--- config.mk ---
export PLATFORM = sky130hd
export DESIGN_NAME = sra_slave
export DESIGN_NICKNAME = d
export VERILOG_FILES = /design/src/sra_pkg.sv /design/src/sra_slave.sv /design/src/sra_buffer.sv
export SDC_FILE = /design/constraint.sdc
export NUM_CORES = 1
export LEC_CHECK = 0
export BUFFER_PORTS_ARGS = -buffer_cell sky130_fd_sc_hd__buf_2
export CAP_MARGIN = 15
export CORE_MARGIN = 1
export CORE_UTILIZATION = 35
export CTS_BUF_LIST = sky130_fd_sc_hd__clkbuf_8
export CTS_CLUSTER_SIZE = 12
export DETAILED_ROUTE_END_ITERATION = 8
export PLACE_DENSITY_LB_ADDON = 0.05
export SLEW_MARGIN = 20
export SYNTH_ARGS = -nofsm -noshare
export SYNTH_HDL_FRONTEND = slang
export SYNTH_SLANG_ARGS = --single-unit
--- constraint.sdc ---
create_clock -name core_clk -period 2.5 [get_ports core_clk]
set_input_delay 0.5 -clock core_clk [delete_from_list [all_inputs] [get_ports core_clk]]
set_output_delay 0.5 -clock core_clk [all_outputs]
set_load 0.02 [all_outputs]
--- src/sra_pkg.sv ---
// sra_pkg: constants and types for the serial register access slave
// assumes a 250 MHz core clock and a mode 0 serial master outside
package sra_pkg;
	// ----------------------------------------
	// operation codes and special addresses
	// ----------------------------------------
	localparam logic [7:0] op_read = 8'h00;
	localparam logic [7:0] op_write = 8'h01;
	localparam logic [7:0] addr_fw_query = 8'haa;
	localparam logic [7:0] addr_gyro_zero = 8'hac;
	localparam logic [7:0] addr_cmd_first = 8'haa;
	// ----------------------------------------
	// framing
	// ----------------------------------------
	localparam logic [2:0] last_bit = 3'h7;
	localparam logic [1:0] last_byte = 2'h3;
	localparam int entry_width = 41;
	// ----------------------------------------
	// timing
	// ----------------------------------------
	localparam int clk_period_ps = 4000;
	localparam int sck_period_min_ps = 100000;
	localparam int byte_gap_min_ps = 5000000;
	localparam int sck_period_min_cycles = (sck_period_min_ps + clk_period_ps - 1) / clk_period_ps;
	localparam int byte_gap_min_cycles = (byte_gap_min_ps + clk_period_ps - 1) / clk_period_ps;
	// ----------------------------------------
	// transaction phases
	// ----------------------------------------
	typedef enum logic [4:0] {
		ph_op = 5'h01,
		ph_addr = 5'h02,
		ph_rdata = 5'h04,
		ph_wdata = 5'h08,
		ph_skip = 5'h10
	} sra_phase_type;
endpackage : sra_pkg

--- src/sra_slave.sv ---
// sra_slave: serial slave giving an outside master access to 32-bit registers
// assumes sck, ss_n, mosi come from pins; register file and commands sit on core_clk
`timescale 1ns/1ps
module sra_slave #(
	parameter logic [31:0] fw_revision_default = 32'h00000000
) (
	input wire logic core_clk,
	input wire logic arst_n,
	input wire logic sck,
	input wire logic ss_n,
	input wire logic mosi,
	output logic miso,
	output logic miso_oe,
	output logic rd_req,
	output logic [7:0] rd_addr,
	input wire logic rd_valid,
	input wire logic [31:0] rd_data,
	input wire logic [31:0] fw_revision,
	output logic wr_valid,
	input wire logic wr_ready,
	output logic wr_cmd,
	output logic [7:0] wr_addr,
	output logic [31:0] wr_data,
	output logic gyro_zero_start
);
	typedef struct packed {
		logic [2:0] sck_s;
		logic [2:0] ss_s;
		logic [2:0] mosi_s;
		logic sck_f;
		logic ss_n_f;
		logic mosi_f;
		sra_pkg::sra_phase_type phase;
		logic [2:0] bitcnt;
		logic [1:0] idx;
		logic [7:0] rx;
		logic [7:0] addr;
		logic [31:0] word;
		logic [31:0] tx_word;
		logic miso;
		logic miso_oe;
		logic rd_req;
		logic pend;
		logic [sra_pkg::entry_width-1:0] pend_entry;
		logic gyro;
	} sra_state_type;
	sra_state_type st;
	sra_state_type next_st;
	logic rise;
	logic fall;
	logic byte_done;
	logic [7:0] rx_byte;
	logic [7:0] tx_byte;
	logic [31:0] wr_word;
	logic buf_ready;
	logic [sra_pkg::entry_width-1:0] buf_out;
	// ----------------------------------------
	// write and command buffer
	// ----------------------------------------
	sra_buffer #(
		.width(sra_pkg::entry_width)
	) u_buf (
		.core_clk(core_clk),
		.arst_n(arst_n),
		.in_valid(st.pend),
		.in_ready(buf_ready),
		.in_data(st.pend_entry),
		.out_valid(wr_valid),
		.out_ready(wr_ready),
		.out_data(buf_out)
	);
	// ----------------------------------------
	// next state
	// ----------------------------------------
	always_comb begin
		next_st = st;
		next_st.rd_req = 1'b0;
		next_st.gyro = 1'b0;
		// three-stage pin synchronisers, change taken when stages two and three agree
		next_st.sck_s = {st.sck_s[1:0], sck};
		next_st.ss_s = {st.ss_s[1:0], ss_n};
		next_st.mosi_s = {st.mosi_s[1:0], mosi};
		if (st.sck_s[1] == st.sck_s[2]) begin
			next_st.sck_f = st.sck_s[2];
		end
		if (st.ss_s[1] == st.ss_s[2]) begin
			next_st.ss_n_f = st.ss_s[2];
		end
		if (st.mosi_s[1] == st.mosi_s[2]) begin
			next_st.mosi_f = st.mosi_s[2];
		end
		rise = !st.sck_f && (st.sck_s[1] == st.sck_s[2]) && st.sck_s[2] && !st.ss_n_f;
		fall = st.sck_f && (st.sck_s[1] == st.sck_s[2]) && !st.sck_s[2] && !st.ss_n_f;
		rx_byte = {st.rx[6:0], st.mosi_f};
		byte_done = rise && (st.bitcnt == sra_pkg::last_bit);
		tx_byte = st.tx_word[8*(3-st.idx) +: 8];
		wr_word = {st.word[23:0], rx_byte};
		// byte msb ready before first rising edge
		if (st.phase != sra_pkg::ph_rdata && st.phase != sra_pkg::ph_wdata) begin
			next_st.miso = 1'b0;
		end else if (st.bitcnt == 3'h0) begin
			next_st.miso = tx_byte[7];
		end else if (fall) begin
			next_st.miso = tx_byte[3'h7 - st.bitcnt];
		end
		next_st.miso_oe = !st.ss_n_f;
		if (st.pend && buf_ready) begin
			next_st.pend = 1'b0;
		end
		if (rd_valid && st.phase == sra_pkg::ph_rdata) begin
			next_st.tx_word = rd_data;
		end
		if (rise) begin
			next_st.rx = rx_byte;
			next_st.bitcnt = st.bitcnt + 3'h1;
		end
		if (byte_done) begin
			case (st.phase)
				sra_pkg::ph_op: begin
					if (rx_byte == sra_pkg::op_read) begin
						next_st.phase = sra_pkg::ph_addr;
						next_st.word = 32'h00000000;
					end else if (rx_byte == sra_pkg::op_write) begin
						next_st.phase = sra_pkg::ph_addr;
						next_st.word = 32'h00000001;
					end else begin
						next_st.phase = sra_pkg::ph_skip;
					end
				end
				sra_pkg::ph_addr: begin
					next_st.addr = rx_byte;
					next_st.idx = 2'h0;
					if (st.word[0]) begin
						next_st.phase = sra_pkg::ph_wdata;
						next_st.tx_word = 32'h00000000;
						if (rx_byte == sra_pkg::addr_fw_query) begin
							next_st.tx_word = fw_revision;
						end
					end else begin
						next_st.phase = sra_pkg::ph_rdata;
						next_st.tx_word = 32'h00000000;
						next_st.rd_req = 1'b1;
					end
				end
				sra_pkg::ph_rdata: begin
					next_st.idx = st.idx + 2'h1;
					if (st.idx == sra_pkg::last_byte) begin
						next_st.addr = rx_byte;
						next_st.tx_word = 32'h00000000;
						next_st.rd_req = 1'b1;
					end
				end
				sra_pkg::ph_wdata: begin
					next_st.word = wr_word;
					next_st.idx = st.idx + 2'h1;
					if (st.idx == sra_pkg::last_byte) begin
						next_st.phase = sra_pkg::ph_skip;
						next_st.pend = 1'b1;
						next_st.pend_entry[40] = 1'b0;
						next_st.pend_entry[39:32] = st.addr;
						next_st.pend_entry[31:0] = wr_word;
						// zero data to command address runs command
						if (st.addr >= sra_pkg::addr_cmd_first && wr_word == 32'h00000000) begin
							next_st.pend_entry[40] = 1'b1;
							next_st.gyro = (st.addr == sra_pkg::addr_gyro_zero);
						end
					end
				end
				sra_pkg::ph_skip: begin
					next_st.phase = sra_pkg::ph_skip;
				end
				default: begin
					next_st.phase = sra_pkg::ph_op;
				end
			endcase
		end
		if (st.ss_n_f) begin
			next_st.miso = 1'b0;
			next_st.phase = sra_pkg::ph_op;
			next_st.bitcnt = 3'h0;
			next_st.idx = 2'h0;
		end
	end
	// ----------------------------------------
	// state register
	// ----------------------------------------
	always_ff @(posedge core_clk or negedge arst_n) begin
		if (!arst_n) begin
			st <= '0;
			st.sck_s <= 3'h0;
			st.ss_s <= 3'h7;
			st.mosi_s <= 3'h7;
			st.ss_n_f <= 1'b1;
			st.mosi_f <= 1'b1;
			st.phase <= sra_pkg::ph_op;
		end else begin
			st <= next_st;
		end
	end
	assign miso = st.miso;
	assign miso_oe = st.miso_oe;
	assign rd_req = st.rd_req;
	assign rd_addr = st.addr;
	assign wr_cmd = buf_out[40];
	assign wr_addr = buf_out[39:32];
	assign wr_data = buf_out[31:0];
	assign gyro_zero_start = st.gyro;
endmodule : sra_slave

--- src/sra_buffer.sv ---
// sra_buffer: two-entry buffer with valid and ready on both sides
// assumes both sides on core_clk; outputs come from flip-flops
`timescale 1ns/1ps
module sra_buffer #(
	parameter int width = 41
) (
	input wire logic core_clk,
	input wire logic arst_n,
	input wire logic in_valid,
	output logic in_ready,
	input wire logic [width-1:0] in_data,
	output logic out_valid,
	input wire logic out_ready,
	output logic [width-1:0] out_data
);
	typedef struct packed {
		logic [width-1:0] head;
		logic head_valid;
		logic [width-1:0] tail;
		logic tail_valid;
	} sra_buf_type;
	sra_buf_type st;
	sra_buf_type next_st;
	logic push;
	logic pop;
	always_comb begin
		next_st = st;
		push = in_valid && !st.tail_valid;
		pop = st.head_valid && out_ready;
		if (pop || !st.head_valid) begin
			if (st.tail_valid) begin
				next_st.head = st.tail;
				next_st.head_valid = 1'b1;
				next_st.tail_valid = 1'b0;
			end else begin
				next_st.head = in_data;
				next_st.head_valid = push;
			end
		end else if (push) begin
			next_st.tail = in_data;
			next_st.tail_valid = 1'b1;
		end
	end
	always_ff @(posedge core_clk or negedge arst_n) begin
		if (!arst_n) begin
			st <= '0;
		end else begin
			st <= next_st;
		end
	end
	assign in_ready = !st.tail_valid;
	assign out_valid = st.head_valid;
	assign out_data = st.head;
endmodule : sra_buffer

==> results.json, run 1 <==
{
  "status": "finished, final reports clean",
  "h-tree-depth": 2,
  "nNetsFinal": 930,
  "multi_input_area_sq_um": 3780,
  "final.fill_count": 2649,
  "synth_top_area_cell": "dfrtp_1",
  "setup_viol": 0,
  "crit_fanout": 8,
  "hold_viol_final": 0,
  "via_count": 6088,
  "worst_pin_slew_ns": 0.804,
  "cts_buffers": 41,
  "root_buffer": "clkbuf_8",
  "synth_seq_area_share_pct": 56.1,
  "max_slew_margin_pct": 46.4,
  "synth_common_cells": "dfrtp_1 (214), mux2i_1 (77), mux2_2 (59), buf_4 (53), nand2_1 (51)",
  "grt_usage_pct": 15.0,
  "async_reset_ff_share_pct": 100,
  "cellLeakagePower_nw": 5.85,
  "power_density_nw_per_um2": 648,
  "finalNonFillerCells": 1260,
  "crit_slowest_cell": "dfrtp_1",
  "grt_overflow": 0,
  "max_stage_delay_ns": 0.59,
  "syn-cell-area_sq_um": 9960,
  "fin_crit_sh_pct": 86.0,
  "final-max-slew-violation-count": 0,
  "max_cap_violations": 0,
  "hold_path.class": "in -> reg",
  "worst_setup_path_end_kind": "flip-flop",
  "cts_tree": "yes",
  "die_w_um": 171,
  "syn_avg_cell_area_sq_um": 13.3,
  "start_util_pct": 35.8,
  "die_area_sq_um": 29100,
  "antenna_found_initial": 1,
  "ant_nets": 0,
  "yosysMostFrequentCell": "dfrtp_1",
  "cp_cell_sequence": "buf_4 > mux4_2 > mux2_2 > nand2_1 > a41oi_1 > o21a_1",
  "fin_worst_skew_ns": 0.0189,
  "clock_path_buffers": 3,
  "ys.flop_type": "dfrtp_1",
  "placed_cells": 1189,
  "port_buffers": 124,
  "synthesis.instances": 752,
  "required_ns": 2.91,
  "fin_crit_ns": 2.15,
  "path_clk_slew_ns": 0.05,
  "num_io_pins": 125,
  "drc": 0,
  "die_h_um": 171,
  "clock-sinks": 223,
  "yosys_warnings": 0,
  "insertion_delay_ns": 0.53,
  "grt_pass1_wl_um": 34200,
  "dr.pass1.iters": 4,
  "coreArea_sq_um": 27900,
  "synth_fp_nets": 827,
  "wl_um": 21000,
  "fmax_mhz": 465,
  "n_antenna_cell": 0,
  "cts_resized": 0,
  "via_per_inst": 4.83,
  "startpoint_type": "flip-flop",
  "hpwl_um": 14700,
  "area_delta_synth_final_pct": 16.6,
  "drive_above_1_share_pct": 37.6,
  "drt_iter0_drc": 195,
  "ff_latch_area_sq_um": 5590,
  "rows": 61,
  "synth.top_cells.by_area": "dfrtp_1 (54%), mux2i_1 (7.7%), mux2_2 (6.7%)",
  "finalSetupTns_ns": 0,
  "path_class": "reg -> reg",
  "rsz0062_at_grt": "false",
  "synth.distinct_cells": 58,
  "synth-seq-cells": 223,
  "gp_congestion": 0.786,
  "vdd_drop_max_mv": 0.360,
  "synth_edf_count": 0,
  "grt_max_degree": 83,
  "synth_top_cell_area_share_pct": 53.7,
  "crit_buf_inv": 1,
  "wl_per_cell_um": 16.7,
  "critPathTopFamily": "multiplexers",
  "grt_pass1_vias": 6327,
  "finalPower_mw": 7.52,
  "cp_data_arrival_time_ns": 2.56
}
## per-stage QoR
| step | setup slack, ns | instance area [sq um] | util, % | hold WS, ns |
|---|---|---|---|---|
| after floorplan | 0.439 | 9960 | - | 0.204 |
| after global placement | 0.378 | 10800 | 38.8 | 0.339 |
| after detailed placement | 0.336 | 10800 | 38.8 | 0.336 |
| after CTS | 0.320 | 11600 | 41.7 | 0.0324 |
| after global routing | 0.113 | 11600 | 41.7 | 0.0439 |
| final | 0.350 | 11600 | 41.7 | 0.0783 |
## sequential cells by signal (all words and copies together), names as in the netlist
| register | count |
|---|---|
| gyro_zero_start | 1 |
| miso | 1 |
| miso_oe | 1 |
| next_st | 6 |
| rd_addr | 8 |
| rd_req | 1 |
| rx_byte | 8 |
| st | 113 |
| u_buf.out_data | 41 |
| u_buf.out_valid | 1 |
| u_buf.st | 42 |
## cells by family after synthesis
| family | after synthesis | share of synthesized area [%] |
|---|---|---|
| flops | 223 | 56.1 |
| mux | 183 | 22.1 |
| compound gates | 120 | 8.44 |
| simple gates | 119 | 6.22 |
| buf+inv | 97 | 6.08 |
| fa+ha+maj | 7 | 0.804 |
| xor+xnor | 3 | 0.264 |
## metal layers
| metal | wire (um) | global-route usage, % |
|---|---|---|
| met3 | 1080 | 3.59 |
| met2 | 9980 | 24.2 |
| met1 | 9410 | 19.6 |
| met5 | 11 | 0 |
| met4 | 546 | 5.68 |
## path summary, 6_finish.rpt
kind	to	slack, ns	depth (start not counted)	startpoint
worst max-delay path	miso	0.35	6	st[126]
worst min-delay path	next_st[143]	0.08	1	ss_n
worst max register to register	miso	0.35	6	st[126]
worst min register to register	next_st[147]	0.35	0	next_st[146]
max in group asynchronous	st[131]	1.30	3	arst_n
min in group asynchronous	st[15]	0.49	2	arst_n
## cell type report
type	count	share of cell area (%)
well taps	378	4.07
multi-input cells	432	32.6
flip-flops and latches	223	48.1
clock buffers	49	5.81
clock inverters	21	1.18
inverters	7	0.226
repair buffers	150	7.99
## placed cells by master, fill, tap and decap left out, types with 2 or more instances in the layout
cell type / n
o2bb2ai_1: 32
xnor2_1: 3
nor3b_2: 2
ha_1: 4
dfrtp_1: 213
mux2i_1: 77
bufinv_16: 2
buf_4: 17
a22o_1: 23
o21ai_0: 45
dfstp_2: 9
inv_1: 24
maj3_1: 3
mux2_4: 39
nand2b_1: 4
nand2_2: 2
nor2_1: 16
nor2b_1: 2
nand4b_1: 2
clkbuf_8: 49
nor4_1: 9
mux2_2: 59
buf_2: 123
nand3_1: 2
o21a_1: 2
nand2_1: 50
a21oi_1: 7
nor3_1: 8
mux4_2: 8
buf_12: 8
nand4_1: 2
nor3b_1: 2
nor2_2: 3
## repair_timing
item	CTS	global route
hold buffers	1	0
hold endpoints to repair	48	0
setup buffers	0	0
## worst reg2reg max path, cell delays in order (launching register included)
cell	delay (ns)
dfrtp_1	0.59
buf_4	0.25
mux4_2	0.51
mux2_2	0.28
nand2_1	0.08
a41oi_1	0.12
o21a_1	0.21
## power breakdown
part / leakage [nW] / switching [mW] / total, mW / internal, mW
clock: 0.480 / 1.44 / 3.41 / 1.97
sequential: 3.07 / 0.0746 / 3.75 / 3.67
combinational: 2.31 / 0.216 / 0.366 / 0.150
Power figures use the tool's default switching activity.
==> run 2, diff against run 1 <==
CORE_ASPECT_RATIO = 0.6   (was not set)
CORE_UTILIZATION = 40   (was 35)
clock period = 2.2 ns   (was 2.5 ns; I/O delays follow)
==> results.json, run 2 (synthesis gave the netlist of run 1 again) <==
{
  "clock_path_buffers": 3,
  "ff_latch_area_sq_um": 5590,
  "coreArea_sq_um": 24300,
  "cts_tree": "yes",
  "drive_above_1_share_pct": 38.7,
  "via_per_inst": 5.12,
  "worst_setup_path_end_kind": "flip-flop",
  "grt.met2_usage_pct": 24.3,
  "worst_pin_slew_ns": 0.677,
  "fin_crit_sh_pct": 96.8,
  "crit_fanout": 8,
  "holdWs_ns": 0.119,
  "startpoint_type": "flip-flop",
  "cp_data_arrival_time_ns": 2.54,
  "n_antenna_cell": 0,
  "crit_slowest_cell": "dfrtp_1",
  "fmax_mhz": 470,
  "ant_nets": 0,
  "clock-sinks": 223,
  "crit_buf_inv": 2,
  "dr.pass1.iters": 4,
  "antenna_found_initial": 0,
  "root_buffer": "clkbuf_8",
  "max_cap_violations": 0,
  "grt_pass1_wl_um": 37100,
  "hpwl_um": 16300,
  "max_stage_delay_ns": 0.44,
  "swShare_pct": 24.1,
  "cts_buffers": 37,
  "grt_max_degree": 60,
  "drc": 0,
  "final_cell_mix": "dfrtp_1 (213), buf_2 (123), mux2i_1 (77)",
  "num_io_pins": 125,
  "rows": 44,
  "hold_path.class": "in -> reg",
  "path_class": "reg -> reg",
  "cellLeakagePower_nw": 5.88,
  "place_area_sq_um": 10800,
  "switchingPower_mw": 2.03,
  "p_seq_share_pct": 49.9,
  "insertion_delay_ns": 0.54,
  "postLayoutCellArea_sq_um": 11600,
  "internal_power_mw": 6.40,
  "critPathTopFamily": "simple AND/OR/NAND/NOR gates",
  "final_util_pct": 47.8,
  "die_w_um": 206,
  "h-tree-depth": 2,
  "wl_um": 23200,
  "p_comb_share_pct": 6.4,
  "path_clk_slew_ns": 0.06,
  "hold_viol_final": 0,
  "setup_viol": 0,
  "grt-busiest-layer": "met1",
  "final.fill_count": 2206,
  "cp_cell_sequence": "buf_4 > nor3_1 > nor3b_4 > a21oi_1 > nor2_2 > buf_4 > mux2_2",
  "gp_congestion": 0.824,
  "nNetsFinal": 941,
  "met1_usage_pct": 30.9,
  "port_buffers": 124,
  "drt_iter0_drc": 347,
  "via_count": 6211,
  "largest_reg_flops": 113,
  "grt_pass1_vias": 6512,
  "wl_per_cell_um": 19.1,
  "crit_top_cell": "buf_4",
  "use_met3_pct": 4.19,
  "final-max-slew-violation-count": 0,
  "multi_input_area_sq_um": 3790,
  "die_h_um": 124,
  "regMostFlops": "st",
  "vdd_drop_max_mv": 0.365,
  "fin_crit_ns": 2.13,
  "finalSetupTns_ns": 0,
  "required_ns": 2.61,
  "power_density_nw_per_um2": 726,
  "start_util_pct": 41.0,
  "mostFrequentLayoutCell": "dfrtp_1",
  "grt_overflow": 0,
  "fin_worst_skew_ns": 0.0319,
  "max_slew_margin_pct": 54.5,
  "grt_usage_pct": 18.9,
  "status": "finished, final reports clean",
  "area_delta_synth_final_pct": 16.6,
  "die_area_sq_um": 25600,
  "clkPwrFrac_pct": 43.7
}
==> run 2: cell types whose count changed in the layout (fill, tap and decap cells not counted), sizes merged <==
cell	before	now
clkinv	1	2
clkinvlp	0	2
inv	25	18
clkbuf	49	50
bufinv	2	0
buf	149	161
dlygate4sd3	1	4
==> run 2: cell type report <==
cell class / instances / area share (%)
Clock inverter: 15 / 0.571
Tap cell: 322 / 3.47
Multi-Input combinational cell: 432 / 32.6
Sequential cell: 223 / 48.1
Timing Repair Buffer: 165 / 9.06
Clock buffer: 50 / 5.92
Inverter: 7 / 0.226
==> run 2: worst paths after layout <==
| check | cells after the start | slack, ns | from | to |
|---|---|---|---|---|
| max reg2reg | 7 | 0.07 | st[134] | rd_addr[1] |
| min reg2reg | 0 | 0.35 | next_st[140] | next_st[141] |
| max | 7 | 0.07 | st[134] | rd_addr[1] |
| max in group asynchronous | 3 | 1.04 | arst_n | u_buf.st[0] |
| min in group asynchronous | 2 | 0.43 | arst_n | u_buf.out_data[20] |
| min | 2 | 0.12 | fw_revision[12] | st[58] |
==> run 2: through the flow <==
step                      cells  power [mW]  worst slack (ns)
after global routing       1214        8.84           -0.0130
after floorplan             752        4.44             0.139
final                      1214        8.43            0.0713
after CTS                  1213        8.59             0.121
after detailed placement   1144        4.82             0.133
after global placement     1144        4.80             0.198
==> run 2: routing by layer <==
metal	share of wire (%)	vias to the layer above
li1	-	2907
met1	54	3121
met2	38	142
met3	5.9	41
met4	1.6	0
met5	0	-
==> run 2: what timing repair did <==
action	CTS	global route
endpoints found under the setup margin	0	34
setup buffers	0	1
hold endpoints to repair	50	0
hold buffers	4	0
gates resized for setup	0	2
==> run 2: power groups by stage <==
stage	combinational [mW]	clock, mW	sequential [mW]
floorplan	0.136	0	4.31
global placement	0.522	0	4.28
detailed placement	0.539	0	4.28
CTS	0.545	3.84	4.21
global route	0.591	4.03	4.22
finish	0.538	3.68	4.21
==> run 3, diff against run 2 <==
CELL_PAD_IN_SITES_DETAIL_PLACEMENT = 1   (was not set)
CELL_PAD_IN_SITES_GLOBAL_PLACEMENT = 1   (was not set)
==> results.json, run 3 (synthesis gave the netlist of run 1 again) <==
{
  "status": "finished, final reports clean",
  "holdWs_ns": 0.119,
  "coreArea_sq_um": 24300,
  "internal_power_mw": 6.27,
  "grt_overflow": 0,
  "wl_per_cell_um": 20.1,
  "worst_setup_path_end_kind": "flip-flop",
  "clkPwrFrac_pct": 42.4,
  "grt_pass1_vias": 6752,
  "die_w_um": 206,
  "antenna_found_initial": 2,
  "hold_path.class": "in -> reg",
  "fin_crit_ns": 2.11,
  "clock-sinks": 223,
  "crit_slowest_cell": "or4_1",
  "ant_nets": 0,
  "p_comb_share_pct": 6.4,
  "hpwl_um": 17500,
  "path_clk_slew_ns": 0.06,
  "via_count": 6287,
  "drive_above_1_share_pct": 38.5,
  "regMostFlops": "st",
  "die_area_sq_um": 25600,
  "reg2reg_slack_ns": 0.09,
  "startpoint_type": "flip-flop",
  "nNetsFinal": 935,
  "switchingPower_mw": 1.99,
  "port_buffers": 124,
  "rsz0062_at_grt": "false",
  "start_util_pct": 41.0,
  "crit_path_end": "rd_addr[2]",
  "finalNonFillerCells": 1206,
  "use_met3_pct": 3.82,
  "critPathLaunch": "st[132]",
  "root_buffer": "clkbuf_8",
  "grt.met2_usage_pct": 26.6,
  "max_cap_violations": 0,
  "required_ns": 2.60,
  "wl_um": 24200,
  "hold_viol_final": 0,
  "cp_cell_sequence": "or4_1 > nor2_4 > a21oi_1 > nor2_2 > buf_4 > mux2_2",
  "cts_buffers": 37,
  "p_seq_share_pct": 51.1,
  "gp_congestion": 0.817,
  "cellLeakagePower_nw": 5.83,
  "largest_reg_flops": 113,
  "grt-busiest-layer": "met1",
  "vdd_drop_max_mv": 0.510,
  "ff2ff_path_depth": 6,
  "mostFrequentLayoutCell": "dfrtp_1",
  "fmax_mhz": 474,
  "die_h_um": 124,
  "r2r-end": "rd_addr[2]",
  "max_slew_margin_pct": 55.9,
  "worst_pin_slew_ns": 0.656,
  "drt_iter0_drc": 294,
  "setup_viol": 0,
  "path_class": "reg -> reg",
  "fin_crit_sh_pct": 95.9,
  "insertion_delay_ns": 0.54,
  "grt_max_degree": 83,
  "rows": 44,
  "h-tree-depth": 2,
  "met1_usage_pct": 32.5,
  "placed_cells": 1139,
  "r2r-start": "st[132]",
  "cp_data_arrival_time_ns": 2.51,
  "clock_path_buffers": 3,
  "cts_tree": "yes",
  "swShare_pct": 24.1,
  "power_density_nw_per_um2": 716,
  "grt_usage_pct": 20.0,
  "via_per_inst": 5.21,
  "final-max-slew-violation-count": 0,
  "crit_fanout": 8,
  "max_stage_delay_ns": 0.59,
  "area_delta_synth_final_pct": 15.8,
  "fin_worst_skew_ns": 0.0320,
  "grt_pass1_wl_um": 39400,
  "dr.pass1.iters": 4,
  "num_io_pins": 125,
  "final_cell_mix": "dfrtp_1 (212), buf_2 (123), mux2i_1 (77)",
  "drc": 0
}
## run 3: what timing repair did
action,4_1_cts,5_1_grt
pin swaps,0,0
resized for setup,1,6
gates cloned,0,0
setup endpoints to repair,1,48
endpoints found under the hold margin,44,1
hold buffers,3,1
setup buffers,0,0
## run 3: how the worst min path moves through the flow
stage / cells after the start / to / start
global route: 2 / st[54] / fw_revision[8]
floorplan: 0 / gyro_zero_start / arst_n
global placement: 0 / next_st[147] / next_st[146]
detailed placement: 0 / next_st[141] / next_st[140]
CTS: 1 / next_st[146] / sck
finish: 2 / st[65] / fw_revision[19]
## run 3: worst max-delay path, delay by kind of cell, from the launching register on
kind / cells / cell delay [ns]
compound gates: 1 / 0.10
buf+inv: 1 / 0.20
flops: 1 / 0.42
mux: 1 / 0.34
simple gates: 3 / 0.91
## run 3: routing by layer
layer | up-vias | share of wire [%]
li1 | 2891 | -
met1 | 3240 | 54
met2 | 120 | 41
met3 | 36 | 4.3
met4 | 0 | 1.5
met5 | - | 0
## run 3: power by group through the flow
stage / clock network [mW] / registers (mW) / logic, mW
2_1_floorplan: 0 / 4.31 / 0.136
3_3_place_gp: 0 / 4.29 / 0.518
3_5_place_dp: 0 / 4.29 / 0.526
4_1_cts: 3.66 / 4.22 / 0.535
5_1_grt: 3.84 / 4.23 / 0.583
6_report: 3.51 / 4.23 / 0.532
## run 3: through the flow
step / setup slack (ns) / utilization (%) / TNS (ns) / area, sq um / total power [mW]
after global placement: -0.0350 / 44.3 / -0.769 / 10800 / 4.81
after detailed placement: 0.00215 / 44.3 / 0 / 10800 / 4.82
after floorplan: 0.139 / - / 0 / 9960 / 4.44
after CTS: 0.0131 / 47.3 / 0 / 11500 / 8.42
after global routing: 0.00705 / 47.4 / 0 / 11500 / 8.65
final: 0.0905 / 47.4 / 0 / 11500 / 8.27
## run 3: cell type report
cell class | count | area, sq um
tap | 322 | 403
multi-input combinational | 432 | 3810
antenna | 1 | 2.50
timing repair buffer | 159 | 1010
clock buffer | 43 | 592
clock inverter | 19 | 111
inverter | 7 | 26.3
sequential | 223 | 5590
fill | 2525 | 12800
